## config.mk

```make
export PLATFORM = sky130hd
export DESIGN_NAME = vcp_top
export DESIGN_NICKNAME = d
export VERILOG_FILES = /design/src/rtl/vcp_pkg.sv /design/src/rtl/vcp_top.sv
export SDC_FILE = /design/constraint.sdc
export NUM_CORES = 2
export LEC_CHECK = 0
export ABC_AREA = 1
export BUFFER_PORTS_ARGS = -buffer_cell sky130_fd_sc_hd__buf_2
export CAP_MARGIN = 20
export CORE_ASPECT_RATIO = 1.25
export CORE_MARGIN = 2
export CORE_UTILIZATION = 40
export DETAILED_ROUTE_END_ITERATION = 16
export PLACE_DENSITY = 0.53
export SKIP_LAST_GASP = 1
export SLEW_MARGIN = 10
export SYNTH_ARGS = -nofsm -noshare
export SYNTH_HDL_FRONTEND = slang
export SYNTH_SLANG_ARGS = --single-unit
```

## constraint.sdc

```tcl
create_clock -name aclk -period 16.6 [get_ports aclk]
set_clock_uncertainty 0.2 [all_clocks]
set_input_delay 1.66 -clock aclk [delete_from_list [all_inputs] [get_ports aclk]]
set_output_delay 1.66 -clock aclk [all_outputs]
set_load 0.01 [all_outputs]
```

## src/rtl/vcp_pkg.sv

```systemverilog
// Purpose: Shared constants for the voltage channel processing block.
// Assumes: aclk at 40 MHz; one converter sample per base-rate strobe.
// Notes:   Register offsets are byte addresses on a 32-bit AXI4-Lite bus.
package vcp_pkg;

  // ----------------------------------------------------------------
  // Register map
  // ----------------------------------------------------------------
  localparam logic [7:0] VCP_OFS_MODE   = 8'h00;  // Source and rate select.
  localparam logic [7:0] VCP_OFS_IRQEN  = 8'h04;  // Interrupt enables.
  localparam logic [7:0] VCP_OFS_STATUS = 8'h08;  // Clears on read.
  localparam logic [7:0] VCP_OFS_WAVE   = 8'h0c;  // Waveform word.
  localparam logic [7:0] VCP_OFS_RMS    = 8'h10;  // voltage_rms_result.
  localparam logic [7:0] VCP_OFS_RMSOS  = 8'h14;  // voltage_rms_offset_trim.
  localparam logic [7:0] VCP_OFS_PHASE  = 8'h18;  // phase_delay_trim.
  localparam logic [7:0] VCP_OFS_GAIN   = 8'h1c;  // Gain stage code.

  // ----------------------------------------------------------------
  // Field positions, codes and reset values
  // ----------------------------------------------------------------
  localparam int unsigned VCP_MODE_SRC_LSB  = 13;
  localparam int unsigned VCP_MODE_RATE_LSB = 11;
  localparam int unsigned VCP_WAVEFORM_SAMPLE_ENABLE_BIT      = 3;
  localparam logic [1:0]  VCP_SRC_VOLTAGE   = 2'h3;
  localparam logic [15:0] VCP_MODE_RST      = 16'h0000;
  localparam logic [5:0]  VCP_PHASE_ZERO    = 6'h0d;
  localparam logic [6:0]  VCP_PHASE_BASE    = 7'h2c;  // Taps at code zero-delay.
  localparam logic [2:0]  VCP_GAIN_MAX      = 3'h4;   // Gains 1,2,4,8,16.
  localparam logic signed [15:0] VCP_FS_POS = 16'sh2852;
  localparam logic signed [15:0] VCP_FS_NEG = 16'shd7ae;
  localparam logic [1:0]  VCP_RESP_OKAY     = 2'h0;
  localparam logic [1:0]  VCP_RESP_SLVERR   = 2'h2;

  // ----------------------------------------------------------------
  // Timing and filter constants
  // ----------------------------------------------------------------
  localparam int unsigned VCP_CLK_NS      = 25;
  localparam int unsigned VCP_SETTLE_NS   = 1230000;
  localparam int unsigned VCP_SETTLE_CYC  = (VCP_SETTLE_NS + VCP_CLK_NS - 1) / VCP_CLK_NS;
  localparam logic [2:0]  VCP_STEP_DIV_M1 = 3'h7;  // Delay step is clock/8.
  localparam logic [1:0]  VCP_RMS_DIV_M1  = 2'h3;  // Rms update is clock/4.
  localparam int unsigned VCP_LPF_SHIFT   = 5;     // About 140 Hz at 27.9 kSPS.
  localparam int unsigned VCP_RMS_SHIFT   = 20;    // Roughly 670 ms settling.
  localparam int unsigned VCP_RMS_SCALE   = 8;     // Mean |x| to result scale.

endpackage : vcp_pkg

```

## src/rtl/vcp_top.sv

```systemverilog
// Purpose: Voltage channel processing: phase delay, low-pass, waveform
//          sampling, mean-absolute rms with trim, interrupt request.
// Assumes: conv_valid strobes once per base sample; inputs synchronous.
// Notes:   Registers sit behind an AXI4-Lite slave; all state is one struct.
`timescale 1ns/10ps
module vcp_top #(
  parameter int unsigned SETTLE_CYCLES = vcp_pkg::VCP_SETTLE_CYC
) (
  // Clock, reset and enable
  input  wire logic        aclk,
  input  wire logic        aresetn,
  input  wire logic        ce,
  // AXI4-Lite write address and data
  input  wire logic        s_axi_awvalid,
  output logic             s_axi_awready,
  input  wire logic [7:0]  s_axi_awaddr,
  input  wire logic        s_axi_wvalid,
  output logic             s_axi_wready,
  input  wire logic [31:0] s_axi_wdata,
  input  wire logic [3:0]  s_axi_wstrb,
  // AXI4-Lite write response
  output logic             s_axi_bvalid,
  input  wire logic        s_axi_bready,
  output logic [1:0]       s_axi_bresp,
  // AXI4-Lite read
  input  wire logic        s_axi_arvalid,
  output logic             s_axi_arready,
  input  wire logic [7:0]  s_axi_araddr,
  output logic             s_axi_rvalid,
  input  wire logic        s_axi_rready,
  output logic [31:0]      s_axi_rdata,
  output logic [1:0]       s_axi_rresp,
  // Converter sample stream
  input  wire logic [15:0] conv_sample,
  input  wire logic        conv_valid,
  // Processed outputs
  output logic [15:0]      power_sample,
  output logic [2:0]       gain_code,
  output logic [23:0]      wave_word,
  output logic             wave_valid,
  // Open-drain interrupt request, active low
  output logic             irq_n_o,
  output logic             irq_n_oe
);
  import vcp_pkg::*;

  // ----------------------------------------------------------------
  // Elaboration checks and state
  // ----------------------------------------------------------------
  localparam int unsigned SW = $clog2(SETTLE_CYCLES + 1);
  localparam int unsigned AW = 24 + VCP_RMS_SHIFT;

  if (SETTLE_CYCLES < 1) begin : g_bad_settle
    $error("SETTLE_CYCLES must be at least one");
  end

  typedef struct packed {
    logic                  aw_ok;
    logic [7:0]            aw_addr;
    logic                  w_ok;
    logic [31:0]           w_data;
    logic [3:0]            w_strb;
    logic                  bvalid;
    logic [1:0]            bresp;
    logic                  rvalid;
    logic [31:0]           rdata;
    logic [1:0]            rresp;
    logic [15:0]           mode;
    logic [15:0]           irqen;
    logic                  ready;
    logic [23:0]           wave;
    logic                  wave_v;
    logic [23:0]           rms;
    logic [11:0]           rms_os;
    logic [5:0]            phase;
    logic [2:0]            gain;
    logic [SW-1:0]         settle;
    logic [2:0]            dec;
    logic [2:0]            step;
    logic [1:0]            quart;
    logic signed [15:0]    hold;
    logic [63:0][15:0]     dline;
    logic signed [23:0]    lpf;
    logic [AW-1:0]         acc;
  } vcp_state_s;

  vcp_state_s state_ff;
  vcp_state_s nxt_state;

  // Byte-lane merge; called with a zero base, so partial writes clear the unstrobed lanes.
  function automatic logic [31:0] vcp_merge(input logic [31:0] old_v,
                                            input logic [31:0] new_v,
                                            input logic [3:0]  strb);
    logic [31:0] res;
    res = old_v;
    for (int i = 0; i < 4; i++) begin
      if (strb[i]) begin
        res[i*8 +: 8] = new_v[i*8 +: 8];
      end
    end
    return res;
  endfunction : vcp_merge

  // ----------------------------------------------------------------
  // Next-state logic
  // ----------------------------------------------------------------
  logic                     do_wr;
  logic                     do_rd;
  logic                     step_tick;
  logic                     quart_tick;
  logic [6:0]               tap;
  logic signed [15:0]       delayed;
  logic signed [15:0]       clamped;
  logic signed [23:0]       lpf_err;
  logic signed [15:0]       filt;
  logic [15:0]              mag;
  logic [23:0]              mag_sc;
  logic [2:0]               dec_mask;
  logic [1:0]               src;
  logic [1:0]               rate;
  logic signed [25:0]       trimmed;
  logic [31:0]              merged;
  logic [31:0]              rd_val;
  logic                     rd_hit;
  logic                     wr_hit;
  logic                     cfg_wr;

  always_comb begin
    nxt_state = state_ff;
    src       = state_ff.mode[VCP_MODE_SRC_LSB +: 2];
    rate      = state_ff.mode[VCP_MODE_RATE_LSB +: 2];
    do_wr     = state_ff.aw_ok && state_ff.w_ok && !state_ff.bvalid;
    do_rd     = s_axi_arvalid && !state_ff.rvalid;
    step_tick = (state_ff.step == VCP_STEP_DIV_M1);
    quart_tick = (state_ff.quart == VCP_RMS_DIV_M1);
    merged    = vcp_merge(32'h0000_0000, state_ff.w_data, state_ff.w_strb);
    wr_hit    = 1'b0;
    cfg_wr    = 1'b0;
    rd_hit    = 1'b1;
    rd_val    = 32'h0000_0000;

    // Address and data are captured independently, in either order.
    if (s_axi_awvalid && !state_ff.aw_ok) begin
      nxt_state.aw_ok   = 1'b1;
      nxt_state.aw_addr = s_axi_awaddr;
    end
    if (s_axi_wvalid && !state_ff.w_ok) begin
      nxt_state.w_ok   = 1'b1;
      nxt_state.w_data = s_axi_wdata;
      nxt_state.w_strb = s_axi_wstrb;
    end
    if (state_ff.bvalid && s_axi_bready) begin
      nxt_state.bvalid = 1'b0;
    end
    if (state_ff.rvalid && s_axi_rready) begin
      nxt_state.rvalid = 1'b0;
    end

    // Prescalers for the delay steps and the rms update.
    nxt_state.step  = state_ff.step + 3'h1;
    nxt_state.quart = state_ff.quart + 2'h1;

    if (state_ff.settle != '0) begin
      nxt_state.settle = state_ff.settle - SW'(1);
    end

    if ($signed(conv_sample) > VCP_FS_POS) begin
      clamped = VCP_FS_POS;
    end else if ($signed(conv_sample) < VCP_FS_NEG) begin
      clamped = VCP_FS_NEG;
    end else begin
      clamped = $signed(conv_sample);
    end
    if (conv_valid) begin
      nxt_state.hold = clamped;
    end

    if (step_tick) begin
      nxt_state.dline = {state_ff.dline[62:0], state_ff.hold};
    end
    // zero delay at 0x0D; lower codes advance, e.g. 0x0B is
    // two taps shorter. A fixed base delay makes the advance causal.
    tap     = 7'(VCP_PHASE_BASE + 7'($signed(state_ff.phase)) - 7'(VCP_PHASE_ZERO));
    delayed = $signed(state_ff.dline[tap[5:0]]);

    lpf_err = ({{8{delayed[15]}}, delayed} <<< 8) - state_ff.lpf;
    filt    = state_ff.lpf[23:8];
    dec_mask = 3'((4'h1 << rate) - 4'h1);
    if (conv_valid) begin
      nxt_state.lpf = state_ff.lpf + (lpf_err >>> VCP_LPF_SHIFT);
      nxt_state.dec = state_ff.dec + 3'h1;
    end

    nxt_state.wave_v = 1'b0;
    if (conv_valid && ((state_ff.dec & dec_mask) == 3'h0) && (state_ff.settle == '0)) begin
      if ((src == VCP_SRC_VOLTAGE) && state_ff.irqen[VCP_WAVEFORM_SAMPLE_ENABLE_BIT]) begin
        nxt_state.wave   = {{8{filt[15]}}, filt};
        nxt_state.wave_v = 1'b1;
      end
    end

    // mean absolute value; leaky average sets settling.
    mag    = filt[15] ? 16'(-filt) : 16'(filt);
    // scale mean to result
    // Times 256 puts the mean of a full-scale 60 Hz sine near 0x17d338.
    mag_sc = 24'(mag) << VCP_RMS_SCALE;
    if (quart_tick) begin
      nxt_state.acc = state_ff.acc - (state_ff.acc >> VCP_RMS_SHIFT) + AW'(mag_sc);
    end
    trimmed = $signed({2'b00, state_ff.acc[AW-1 -: 24]})
            + 26'($signed(state_ff.rms_os));
    if (trimmed < 0) begin
      nxt_state.rms = 24'h00_0000;
    end else if (trimmed > $signed(26'h0ff_ffff)) begin
      nxt_state.rms = 24'hff_ffff;
    end else begin
      nxt_state.rms = trimmed[23:0];
    end

    // Register writes.
    if (do_wr) begin
      nxt_state.aw_ok  = 1'b0;
      nxt_state.w_ok   = 1'b0;
      nxt_state.bvalid = 1'b1;
      wr_hit = 1'b1;
      unique case (state_ff.aw_addr & 8'hfc)
        VCP_OFS_MODE: begin
          nxt_state.mode = merged[15:0];
          cfg_wr = 1'b1;
        end
        VCP_OFS_IRQEN: begin
          nxt_state.irqen = merged[15:0];
          cfg_wr = 1'b1;
        end
        VCP_OFS_RMSOS: nxt_state.rms_os = merged[11:0];
        VCP_OFS_PHASE: begin
          nxt_state.phase = merged[5:0];
          cfg_wr = 1'b1;
        end
        VCP_OFS_GAIN: begin
          nxt_state.gain = (merged[2:0] > VCP_GAIN_MAX) ? VCP_GAIN_MAX : merged[2:0];
          cfg_wr = 1'b1;
        end
        VCP_OFS_STATUS, VCP_OFS_WAVE, VCP_OFS_RMS: wr_hit = 1'b1;
        default: wr_hit = 1'b0;
      endcase
      nxt_state.bresp = wr_hit ? VCP_RESP_OKAY : VCP_RESP_SLVERR;
    end
    if (cfg_wr) begin
      nxt_state.settle = SW'(SETTLE_CYCLES);
    end

    // Register reads.
    unique case (s_axi_araddr & 8'hfc)
      VCP_OFS_MODE:   rd_val = {16'h0000, state_ff.mode};
      VCP_OFS_IRQEN:  rd_val = {16'h0000, state_ff.irqen};
      VCP_OFS_STATUS: rd_val = 32'(state_ff.ready) << VCP_WAVEFORM_SAMPLE_ENABLE_BIT;
      // word right justified, top byte zero
      VCP_OFS_WAVE:   rd_val = {8'h00, state_ff.wave};
      VCP_OFS_RMS:    rd_val = {8'h00, state_ff.rms};
      VCP_OFS_RMSOS:  rd_val = {{20{state_ff.rms_os[11]}}, state_ff.rms_os};
      VCP_OFS_PHASE:  rd_val = {26'h0, state_ff.phase};
      VCP_OFS_GAIN:   rd_val = {29'h0, state_ff.gain};
      default:        rd_hit = 1'b0;
    endcase
    if (do_rd) begin
      nxt_state.rvalid = 1'b1;
      nxt_state.rdata  = rd_val;
      nxt_state.rresp  = rd_hit ? VCP_RESP_OKAY : VCP_RESP_SLVERR;
    end

    if (do_rd && ((s_axi_araddr & 8'hfc) == VCP_OFS_STATUS)) begin
      nxt_state.ready = 1'b0;
    end
    // new sample sets request; set wins over the read clear.
    if (nxt_state.wave_v) begin
      nxt_state.ready = 1'b1;
    end
  end

  // ----------------------------------------------------------------
  // State register
  // ----------------------------------------------------------------
  // Reset restarts settling so that no early sample is published.
  always_ff @(posedge aclk) begin
    if (!aresetn) begin
      state_ff        <= '0;
      state_ff.mode   <= VCP_MODE_RST;
      state_ff.phase  <= VCP_PHASE_ZERO;
      state_ff.settle <= SW'(SETTLE_CYCLES);
    end else if (ce) begin
      state_ff <= nxt_state;
    end
  end

  // ----------------------------------------------------------------
  // Outputs
  // ----------------------------------------------------------------
  // The ready outputs stay low while the clock enable freezes the slave; bvalid and rvalid hold their value.
  assign s_axi_awready = ce && !state_ff.aw_ok;
  assign s_axi_wready  = ce && !state_ff.w_ok;
  assign s_axi_arready = ce && !state_ff.rvalid;
  assign s_axi_bvalid  = state_ff.bvalid;
  assign s_axi_bresp   = state_ff.bresp;
  assign s_axi_rvalid  = state_ff.rvalid;
  assign s_axi_rdata   = state_ff.rdata;
  assign s_axi_rresp   = state_ff.rresp;

  assign power_sample = state_ff.dline[tap[5:0]];
  assign gain_code    = state_ff.gain;
  assign wave_word    = state_ff.wave;
  assign wave_valid   = state_ff.wave_v;
  // Open drain: only ever pulls low, and only while a sample waits.
  assign irq_n_o      = 1'b0;
  assign irq_n_oe     = state_ff.ready;

endmodule : vcp_top

```

==> flow_summary.ini <==
[worst_setup_path]
crit_path_end_kind = flip-flop
crit_type = reg -> reg
critical_path_arrival_ps = 9610
startpoint = state_ff[1135]
path_common_cell = nand2_1
critical_path_buf_inv_count = 6
critical_path.top_delay_family = buffers and inverters
critPathMaxFanout = 115
reg2reg_from = state_ff[1135]
r2r_setup_slack_ps = 7450
cp-start-kind = flip-flop
max_stage_delay_ps = 880
cp.required_ps = 17060
slowest_stage = dfxtp_4

[final_layout]
nFillCells = 15793
diodes = 0
layout-drive-gt1-share = 0.0541
area_delta_synth_final_pct = 9.14
fin_nets = 8586

[logic_synthesis]
synth_flop_cell = dfxtp_1
ys_warn_count = 0
synth_top_area_share = 0.420
synth-edff-count = 0
yosys.area_share.simple = 0.227
synth_top_area_cell = dfxtp_1
synth_mux_area_frac = 0
ys_async_sr_fraction = 0
yosysSeqAreaShare = 0.420
synth_compound_area_frac = 0.237
synth_top_family_by_area = compound AO/OA/AOI/OAI gates
synth_adder_area_share = 0.0310
synth_cell_types = 61
avgSynthCellArea_sq_um = 7.01
synth-seq-cells = 1282
netlist_area_sq_mm = 0.0612
synthTopCellsByArea = dfxtp_1 (42%), nor2_1 (13%), o21ai_0 (11%)
synthXorXnorAreaFrac = 0.0140
synth_cells = 8722

[power]
power_density_mw_per_mm2 = 111
irDropWorstVdd_mv = 0.104
p_comb_frac = 0.145
p_int_mw = 5.36
swShare = 0.277
switching_power_mw = 2.05
seq_power_share = 0.425
p_clk_frac = 0.430
cellLeakagePower_nw = 25.2

[cts]
clk_path_buf_depth = 3
post_cts_resized = 0
clk_pin_slew_worst_paths_ps = 60
cts_hold_buf = 0
htree_levels = 4
clk-insertion-delay-late_ps = 780
post_cts_buffers = 0
cts_tree = built
cts_num_sinks = 1282
cts_buffers = 140
cts_root_buf = clkbuf_16

[grt]
grt_pass1_wl_mm = 289
grt_usage = 0.226
antenna_found_initial = 0
grt_pass1_vias = 52589
grt.overflow.total = 0
grt_max_degree = 247

[floorplanning]
die_h_microns = 441
ios = 164
die_area_sq_mm = 0.156
core-area_sq_mm = 0.152
fp-row-count = 160
initial_core_util = 0.403
die_w_microns = 354

[flow_run]
drv_cap = 0

[drt]
wirelength_mm = 182
wl_per_cell_microns = 17.4
viasPerCell = 5.38
post-route-drc-count = 0
drtIter0Drc = 3964
dr_total_vias = 56457
ant_nets = 0
drtPass1Iterations = 5

[sta]
fin_crit_ps = 9150
hold_ws_ps = 253
rsz0062_at_grt = no
hold_viol = 0
relSlewSlack = 0.243
max_freq_ghz = 0.109
tns_ps = 0
drv_slew = 0
setup_viol = 0
period_share = 0.551
worst_slew_pin_slew_ps = 1120

[worst_hold_path]
min_from = state_ff[1123]
hp-class = reg -> reg

[placed_design]
dpl.hpwl_mm = 108
gp_congestion = 0.878
port_buffers = 138

[status]
status = complete, no violations
state kept, by name, indices dropped and copies added, names as in the netlist, 2 cells and up:
name / cells
s_axi_rdata: 25
filt: 16
state_ff: 1212
wave_word: 16
rate: 2
gain_code: 3
src: 2
worst register-to-register path, delay by kind of cell, from the launching register on:
kind,cells,cell delay [ps]
simple gates,13,1500
xor+xnor,1,160
buf+inv,6,2900
fa+ha+maj,3,1220
flops,1,880
compound gates,9,2190
stage by stage:
stage	cells	cell area [sq um]	util	setup slack (ps)	total power, mW
floorplan	8724	61200	-	10590	4.01
global placement	10249	62100	0.409	7480	4.28
detailed placement	10249	62100	0.409	7490	4.28
CTS	10493	66700	0.439	7460	7.49
global route	10495	66800	0.439	6800	7.77
finish	10495	66800	0.439	7450	7.41
final timing paths:
| kind | to | depth (start not counted) |
|---|---|---|
| worst min-delay path | state_ff[1123] | 1 |
| worst min register to register | state_ff[1123] | 1 |
| worst max-delay path | filt[15] | 32 |
| worst max register to register | filt[15] | 32 |
routing by layer:
metal,GRT usage,share of wire,vias to the layer above
li1,-,-,28409
met4,0.0927,0.038,0
met3,0.0280,0.033,290
met2,0.392,0.48,1013
met5,0,0,-
met1,0.283,0.45,26745
area by class of cell:
cell class | count | area [sq um] | area share
Timing Repair Buffer | 207 | 1330 | 0.0199
Inverter | 351 | 1340 | 0.0201
Clock inverter | 32 | 418 | 0.00626
Clock buffer | 212 | 4230 | 0.0634
Tap cell | 2025 | 2530 | 0.0379
Sequential cell | 1282 | 25700 | 0.384
Multi-Input combinational cell | 6386 | 31200 | 0.468
cell usage after synthesis, drive strengths merged (8+ instances only):
master,number
nor4,11
o221ai,20
clkbuf,525
nand2,1145
inv,348
a31oi,22
o211ai,61
a21oi,785
a22oi,17
a32o,73
o21ai,1300
xor2,63
nor2,2179
xnor2,32
fa,18
o21bai,18
a21o,12
o311ai,30
a221o,21
nand4,22
ha,123
o22ai,9
a211oi,14
dfxtp,1282
nor3,38
o32ai,8
nand3,174
a221oi,144
a21boi,8
buf,180
power groups by stage:
stage / registers (mW) / logic, mW / clock network (mW)
after global routing: 3.15 / 1.22 / 3.40
after detailed placement: 3.22 / 1.06 / 0
after global placement: 3.22 / 1.06 / 0
final: 3.15 / 1.07 / 3.19
after floorplan: 3.21 / 0.801 / 0
after CTS: 3.15 / 1.07 / 3.28
layout by cell type (no fill, tap or decap), drive strengths merged, types with 4 or more instances in the layout:
master	n
o21bai	18
buf	207
xnor2	32
o22ai	9
o211ai	61
nor2	2179
nor4	11
a21o	12
a211oi	14
a21boi	8
inv	354
clkinv	14
dfxtp	1282
a31oi	22
a311o	4
bufinv	8
a21oi	785
nand4	22
or2	5
xor2	63
nor3	38
o221ai	20
a22oi	17
ha	123
a32o	73
a221o	21
clkbuf	212
nand2	1145
a221oi	144
o311ai	30
nand3	174
o21ai	1300
o32ai	8
o21a	5
fa	18
clkinvlp	7
kinds of logic after synthesis:
logic type / after synthesis
AO/OA/AOI/OAI: 2564
XOR/XNOR: 95
adder cells (fa/ha/maj): 141
buffers and inverters: 1056
flip-flops: 1282
other: 1
AND/OR/NAND/NOR: 3583
Power figures use the tool's default switching activity.
